<file path="src/verilog/abd_defines.svh">
`ifndef ABD_DEFINES_SVH
`define ABD_DEFINES_SVH
// register offsets (8-bit registers on the plain port)
`define ABD_ADDR_W 4
`define ABD_OFS_BAUD_CONTROL 4'h0
`define ABD_OFS_DIV_LOW 4'h1
`define ABD_OFS_DIV_HIGH 4'h2
`define ABD_OFS_TX_STATUS_CONTROL 4'h3
`define ABD_OFS_RX_STATUS_CONTROL 4'h4
`define ABD_OFS_RECEIVE_BUFFER 4'h5
`define ABD_OFS_IRQ_FLAGS 4'h6
`define ABD_OFS_IRQ_ENABLES 4'h7
`define ABD_OFS_IRQ_CLEAR 4'h8
// baud_control fields
`define ABD_BC_START 0
`define ABD_BC_WAKE 1
`define ABD_BC_WIDE 3
`define ABD_BC_RX_IDLE 6
`define ABD_BC_OVF 7
// transmit_status_control field
`define ABD_TX_HIGH_RATE 2
// irq status fields
`define ABD_IRQ_DONE 0
`define ABD_IRQ_OVF 1
`define ABD_IRQ_RECEIVE 5
// receive_status_control reset
`define ABD_RX_RESET 8'h00
// prescale to the measurement clock (oscillator cycles); last rise count and measurement count start
`define ABD_DIV_512 10'h1ff
`define ABD_DIV_128 10'h07f
`define ABD_DIV_32 10'h01f
`define ABD_RISE_LAST 3'h5
`define ABD_COUNT_START 16'h0001
`endif

</file>
<file path="src/verilog/abd_pkg.sv">
package abd_pkg;
  typedef enum logic [3:0] {
    ABD_IDLE = 4'b0001,
    ABD_WAIT_START = 4'b0010,
    ABD_WAIT_RISE = 4'b0100,
    ABD_MEASURE = 4'b1000
  } abd_state_t;
endpackage

</file>
<file path="src/verilog/abd_sync.sv">
`timescale 1ns/1ps
module abd_sync (
  input wire logic clk_in, // clock
  input wire logic srst_in, // sync reset, high
  input wire logic async_in, // pin level
  output logic sync_out // synchronised level
);
  typedef struct packed {
    logic stage1;
    logic stage2;
  } abd_sync_st_t;
  abd_sync_st_t r;
  abd_sync_st_t next_r;
  always_comb begin
    next_r.stage1 = async_in;
    next_r.stage2 = r.stage1;
  end
  always_ff @(posedge clk_in) begin
    if (srst_in) begin
      r <= '{stage1: 1'b1, stage2: 1'b1};
    end else begin
      r <= next_r;
    end
  end
  assign sync_out = r.stage2;
endmodule

</file>
<file path="src/verilog/abd_tick.sv">
`timescale 1ns/1ps
`include "abd_defines.svh"
module abd_tick (
  input wire logic clk_in, // clock
  input wire logic srst_in, // sync reset, high
  input wire logic run_in, // count while high
  input wire logic wide_in, // wide divisor select
  input wire logic high_in, // high rate select
  output logic tick_out // one-cycle measurement clock
);
  typedef struct packed {
    logic [9:0] cnt;
    logic tick;
  } abd_tick_st_t;
  abd_tick_st_t r;
  abd_tick_st_t next_r;
  logic [9:0] limit;
  always_comb begin
    case ({wide_in, high_in})
      2'b00: limit = `ABD_DIV_512;
      2'b11: limit = `ABD_DIV_32;
      default: limit = `ABD_DIV_128;
    endcase
    next_r = r;
    next_r.tick = 1'b0;
    if (!run_in) begin
      next_r.cnt = 10'h000;
    end else if (r.cnt >= limit) begin
      next_r.cnt = 10'h000;
      next_r.tick = 1'b1;
    end else begin
      next_r.cnt = r.cnt + 10'h001;
    end
  end
  always_ff @(posedge clk_in) begin
    if (srst_in) begin
      r <= '{cnt: 10'h000, tick: 1'b0};
    end else begin
      r <= next_r;
    end
  end
  assign tick_out = r.tick;
endmodule

</file>
<file path="src/verilog/abd_uart_autobaud.sv">
`timescale 1ns/1ps
`include "abd_defines.svh"
module abd_uart_autobaud
  import abd_pkg::*;
(
  input wire logic clk_in, // 250 MHz oscillator
  input wire logic srst_in, // sync reset, high
  input wire logic rx_in, // serial input pin
  input wire logic [`ABD_ADDR_W-1:0] addr_in, // register address
  input wire logic [7:0] wdata_in, // write data
  input wire logic wr_in, // write strobe
  input wire logic rd_in, // read strobe
  output logic [7:0] rdata_out, // read data, cycle after strobe
  output logic irq_out, // level interrupt
  output logic rx_idle_out // receive state machine held idle
);
  typedef struct packed {
    abd_state_t state;
    logic start;
    logic wake;
    logic wide;
    logic high;
    logic ovf;
    logic [7:0] div_low;
    logic [7:0] div_high;
    logic [7:0] tx_ctl;
    logic [7:0] rx_ctl;
    logic [7:0] rx_buf;
    logic [7:0] irq_stat;
    logic [7:0] irq_en;
    logic [2:0] rises;
    logic brk_seen;
    logic rx_prev;
    logic [7:0] rdata;
    logic irq;
    logic idle;
  } abd_st_t;

  abd_st_t r;
  abd_st_t next_r;
  logic rx_s;
  logic tick;
  logic measuring;
  logic [15:0] cnt_now;
  logic [15:0] cnt_inc;
  logic rise;
  logic fall;

  function automatic logic hit(input logic [`ABD_ADDR_W-1:0] a,
                               input logic [`ABD_ADDR_W-1:0] ofs);
    hit = (a == ofs);
  endfunction

  abd_sync u_sync (
    .clk_in(clk_in),
    .srst_in(srst_in),
    .async_in(rx_in),
    .sync_out(rx_s)
  );

  assign measuring = (r.state == ABD_MEASURE);

  abd_tick u_tick (
    .clk_in(clk_in),
    .srst_in(srst_in),
    .run_in(measuring),
    .wide_in(r.wide),
    .high_in(r.high),
    .tick_out(tick)
  );

  assign cnt_now = {r.div_high, r.div_low};
  assign cnt_inc = cnt_now + 16'h0001;
  assign rise = rx_s & ~r.rx_prev;
  assign fall = ~rx_s & r.rx_prev;

  always_comb begin
    next_r = r;
    next_r.rx_prev = rx_s;
    next_r.rdata = 8'h00;

    // register writes
    if (wr_in) begin
      if (hit(addr_in, `ABD_OFS_BAUD_CONTROL)) begin
        next_r.start = wdata_in[`ABD_BC_START];
        next_r.wake = wdata_in[`ABD_BC_WAKE];
        next_r.wide = wdata_in[`ABD_BC_WIDE];
        if (!wdata_in[`ABD_BC_OVF]) begin
          next_r.ovf = 1'b0;
        end
      end
      if (hit(addr_in, `ABD_OFS_DIV_LOW)) begin
        next_r.div_low = wdata_in;
      end
      if (hit(addr_in, `ABD_OFS_DIV_HIGH)) begin
        next_r.div_high = wdata_in;
      end
      if (hit(addr_in, `ABD_OFS_TX_STATUS_CONTROL)) begin
        next_r.tx_ctl = wdata_in;
        next_r.high = wdata_in[`ABD_TX_HIGH_RATE];
      end
      if (hit(addr_in, `ABD_OFS_RX_STATUS_CONTROL)) begin
        next_r.rx_ctl = wdata_in;
      end
      if (hit(addr_in, `ABD_OFS_IRQ_ENABLES)) begin
        next_r.irq_en = wdata_in;
      end
      if (hit(addr_in, `ABD_OFS_IRQ_CLEAR)) begin
        next_r.irq_stat = r.irq_stat & ~wdata_in;
      end
    end

    // register reads
    if (rd_in) begin
      case (addr_in)
        `ABD_OFS_BAUD_CONTROL: begin
          next_r.rdata[`ABD_BC_START] = r.start;
          next_r.rdata[`ABD_BC_WAKE] = r.wake;
          next_r.rdata[`ABD_BC_WIDE] = r.wide;
          next_r.rdata[`ABD_BC_RX_IDLE] = r.idle;
          next_r.rdata[`ABD_BC_OVF] = r.ovf;
        end
        `ABD_OFS_DIV_LOW: next_r.rdata = r.div_low;
        `ABD_OFS_DIV_HIGH: next_r.rdata = r.div_high;
        `ABD_OFS_TX_STATUS_CONTROL: next_r.rdata = r.tx_ctl;
        `ABD_OFS_RX_STATUS_CONTROL: next_r.rdata = r.rx_ctl;
        `ABD_OFS_RECEIVE_BUFFER: begin
          next_r.rdata = r.rx_buf;
          next_r.irq_stat[`ABD_IRQ_RECEIVE] = 1'b0;
        end
        `ABD_OFS_IRQ_FLAGS: next_r.rdata = r.irq_stat;
        `ABD_OFS_IRQ_ENABLES: next_r.rdata = r.irq_en;
        default: next_r.rdata = 8'h00;
      endcase
    end

    // measurement sequence
    case (r.state)
      ABD_IDLE: begin
        next_r.rises = 3'h0;
        next_r.brk_seen = 1'b0;
        if (r.start) begin
          next_r.state = ABD_WAIT_START;
        end
      end
      ABD_WAIT_START: begin
        if (!r.start) begin
          next_r.state = ABD_IDLE;
        end else if (r.wake && !r.brk_seen) begin
          if (fall) begin
            next_r.brk_seen = 1'b1;
          end
        end else if (r.wake && r.brk_seen && rise) begin
          next_r.wake = 1'b0;
        end else if (!r.wake && fall) begin
          next_r.state = ABD_WAIT_RISE;
        end
      end
      ABD_WAIT_RISE: begin
        if (!r.start) begin
          next_r.state = ABD_IDLE;
        end else if (rise) begin
          {next_r.div_high, next_r.div_low} = `ABD_COUNT_START;
          next_r.rises = 3'h1;
          next_r.state = ABD_MEASURE;
        end
      end
      ABD_MEASURE: begin
        if (!r.start) begin
          next_r.state = ABD_IDLE;
        end else if (rise && r.rises == (`ABD_RISE_LAST - 3'h1)) begin
          next_r.start = 1'b0;
          next_r.irq_stat[`ABD_IRQ_RECEIVE] = 1'b1;
          next_r.irq_stat[`ABD_IRQ_DONE] = 1'b1;
          next_r.state = ABD_IDLE;
        end else begin
          if (rise) begin
            next_r.rises = r.rises + 3'h1;
          end
          if (tick) begin
            {next_r.div_high, next_r.div_low} = cnt_inc;
            if (cnt_now == 16'hffff) begin
              next_r.ovf = 1'b1;
              next_r.irq_stat[`ABD_IRQ_OVF] = 1'b1;
            end
          end
        end
      end
      default: next_r.state = ABD_IDLE;
    endcase

    next_r.idle = (next_r.state != ABD_IDLE) || next_r.start;
    next_r.irq = |(next_r.irq_stat & next_r.irq_en);
  end

  always_ff @(posedge clk_in) begin
    if (srst_in) begin
      r <= '{state: ABD_IDLE, start: 1'b0, wake: 1'b0, wide: 1'b0, high: 1'b0,
             ovf: 1'b0, div_low: 8'h00, div_high: 8'h00, tx_ctl: 8'h00,
             rx_ctl: `ABD_RX_RESET, rx_buf: 8'h00, irq_stat: 8'h00,
             irq_en: 8'h00, rises: 3'h0, brk_seen: 1'b0, rx_prev: 1'b1,
             rdata: 8'h00, irq: 1'b0, idle: 1'b0};
    end else begin
      r <= next_r;
    end
  end

  assign rdata_out = r.rdata;
  assign irq_out = r.irq;
  assign rx_idle_out = r.idle;
endmodule

</file>
<file path="config.mk">
export PLATFORM = sky130hd
export DESIGN_NAME = abd_uart_autobaud
export DESIGN_NICKNAME = d
export VERILOG_FILES = /design/src/verilog/abd_pkg.sv /design/src/verilog/abd_sync.sv /design/src/verilog/abd_tick.sv /design/src/verilog/abd_uart_autobaud.sv
export VERILOG_INCLUDE_DIRS = /design/src /design/src/verilog
export SDC_FILE = /design/constraint.sdc
export NUM_CORES = 1
export LEC_CHECK = 0
export BUFFER_PORTS_ARGS = -buffer_cell sky130_fd_sc_hd__buf_2
export CORE_MARGIN = 3
export CORE_UTILIZATION = 39
export DETAILED_ROUTE_END_ITERATION = 7
export GPL_TIMING_DRIVEN = 0
export HOLD_SLACK_MARGIN = 0.08
export REMOVE_ABC_BUFFERS = 1
export SLEW_MARGIN = 40
export SYNTH_ARGS = -nofsm -noshare
export SYNTH_HDL_FRONTEND = slang
export SYNTH_HIERARCHICAL = 1
export SYNTH_SLANG_ARGS = --single-unit
</file>
<file path="constraint.sdc">
create_clock -name clk_in -period 4.3 [get_ports clk_in]
set_input_delay 0.645 -clock clk_in [delete_from_list [all_inputs] [get_ports clk_in]]
set_output_delay 0.645 -clock clk_in [all_outputs]
set_load 0.05 [all_outputs]
</file>
==> impl_metrics.toml <==
[outcome]
status = "complete, no violations"

[logic_synthesis]
ys_seq_area_frac = 0.3756
ys.flop_type = "dfxtp_1"
synth_top_cell_by_area = "dfxtp_1"
synth_area_per_cell_um2 = 9.099
yosysTopAreaCellShare = 0.3756
syn_area_um2 = 4477
ys_ff_latch = 84
synth_edf_count = 0
synthArstFlopShare = 0
synthTopCellsByCount = "dfxtp_1, nor2_1, mux2i_1, nand2_1, a21oi_1"
yosysWarnings = 6
synth_most_common_cell = "dfxtp_1"
synth.distinct_cells = 65
netlist_top_cells_area = "dfxtp_1, mux2i_1, mux2_2"
syn_inst = 492

[min_path]
hp-class = "reg -> reg"
hold_path_depth = 1
hold_start = "u_sync/next_r[0]$_SDFF_PP1_"

[timing]
tightest_slew_ps = 651.4
hold_viol = 0
maxSlewViolCount = 0
maxSlewHeadroom = 0.5657
min_period_over_period = 0.5699
max_freq_mhz = 408.1
fin_skew_ps = 6.546
holdWs_ps = 401.4
fin_tns_setup_ps = 0
rsz0062_at_grt = "no"
setup_viol = 0
fin_crit_ps = 2451

[global_routing]
antenna_found_initial = 0
grt-ovfl-total = 0
grt_max_degree = 49
gr-usage-all-layers = 0.1712
first_global_vias = 3470
grt_first_pass_wirelength_mm = 17.85

[detailed_routing]
wl_per_cell_um = 16.61
drt-vias-per-instance = 5.646
drt_wl_total_mm = 10.65
final_antenna_net_count = 0
vias = 3619
post-route-drc-count = 0
dr.pass1.iters = 5
drtIter0Drc = 242

[setup_path]
reg2reg_slack_ps = 1850
crit_fanout = 16
required_ps = 4560
endpoint_kind = "register"
cpPeakStageDelay_ps = 630
cp_top_family = "simple AND/OR/NAND/NOR gates"
cp-endpoint = "irq_out$_SDFF_PP0_"
reg2reg_to = "irq_out$_SDFF_PP0_"
critPathArrivalTime_ps = 2710
crit-reg2reg-launch = "r[79]$_SDFF_PP0_"
cp-start-kind = "register"
critPathBufInv = 0
critPathLaunch = "r[79]$_SDFF_PP0_"
worstSetupPathDepth = 5
crit_chain = "nor4b_4, and4_1, a31oi_1, or2_0, a41oi_1"
reg2reg_depth = 5
crit_path_top_delay_cell = "and4_1"
path_class = "reg -> reg"

[floorplanning]
core_um2 = 11030
num_rows = 38
die_x_um = 113.1
ioPinCount = 27
die_h_um = 113.1
dieArea_um2 = 12800
start_util = 0.4059

[clock_network]
cts_resized = 0
htree_levels = 3
cts_setup_buffers = 0
numCtsBuffers = 9
cts.sinks = 84
cts_tree = "built"
cts_root_buf = "clkbuf_16"
clockBufferDepth = 2
clk_latency_ps = 330
cts_hold_buffers = 0
path_clk_slew_ps = 70

[layout]
syn2layout_area_growth_pct = 9.419
multi_input_area_um2 = 2561
drive_above_1_share = 0.1776
final_cells = 641
insertedDiodeCount = 0
register_area_um2 = 1682
fillers = 1092
nets = 521

[power_and_ir_drop]
ir_drop_mv = 0.1978
p_leak_nw = 1.852
powerDensity_nw_per_um2 = 337.6

[placement]
port_buffers = 26
place_inst = 625
hpwl_mm = 7.634
gp_congestion = 0.8588

[job]
maxCapViolCount = 0
## registers in the layout, summed over array words and instances, names as in the netlist
name,flops
cnt_now,16
irq_out,1
r,45
rdata_out,8
rx_idle_out,1
u_sync/next_r,1
u_sync/sync_out,1
u_tick/r,10
u_tick/tick_out,1
## cell families after synthesis
logic type / after synthesis / share of synthesized area
adders and majority gates: 8 / 0.02236
DFF: 84 / 0.3756
and+or+nand+nor: 193 / 0.2487
buffers and inverters: 46 / 0.05226
AOI/OAI and AO/OA: 93 / 0.1383
xor gates and xnor gates: 15 / 0.02935
muxes: 53 / 0.1333
## placed cells by master, fill, tap and decap left out, types with 13 or more instances in the layout
cell type  count
buf_2         25
nor2_1        51
mux2i_1       27
nand3_1       20
a21oi_1       23
o21ai_0       13
dfxtp_1       84
and2_1        14
nand2_1       24
inv_1         13
mux2_2        22
## how the worst min path moves through the flow
stage	endpoint	slack, ps
2_1_floorplan	u_sync/sync_out$_SDFF_PP1_	380
3_3_place_gp	u_sync/sync_out$_SDFF_PP1_	380
3_5_place_dp	u_sync/sync_out$_SDFF_PP1_	390
4_1_cts	u_sync/sync_out$_SDFF_PP1_	410
5_1_grt	u_sync/sync_out$_SDFF_PP1_	440
6_report	u_sync/sync_out$_SDFF_PP1_	400
## layout make-up
type / count / area share
Tap cell: 140 / 0.03576
Sequential cell: 84 / 0.3433
Inverter: 13 / 0.009962
Timing Repair Buffer: 26 / 0.02708
Clock inverter: 7 / 0.01507
Multi-Input combinational cell: 362 / 0.5229
Clock buffer: 9 / 0.04598
## layer usage
metal	global-route usage	part of all wire	routed length, um
met2	0.2638	0.45	4821
met3	0.02086	0.034	360
met1	0.2493	0.50	5373
met5	0	0	0
met4	0.05449	0.0089	95
## per-stage QoR
stage | util | setup slack [ps] | instance area [um^2] | power [mW]
floorplan | - | 2276 | 4292 | 0.8500
global placement | 0.4167 | 1609 | 4597 | 0.8968
detailed placement | 0.4170 | 1665 | 4599 | 0.8984
CTS | 0.4441 | 1895 | 4898 | 1.671
global route | 0.4441 | 1663 | 4898 | 1.713
finish | 0.4441 | 1849 | 4898 | 1.654
## where the power goes
part	switching, mW	internal (mW)
sequential	0.00807	0.785
combinational	0.0578	0.0298
clock	0.320	0.453
No activity file was read; power rests on OpenSTA's default activity.
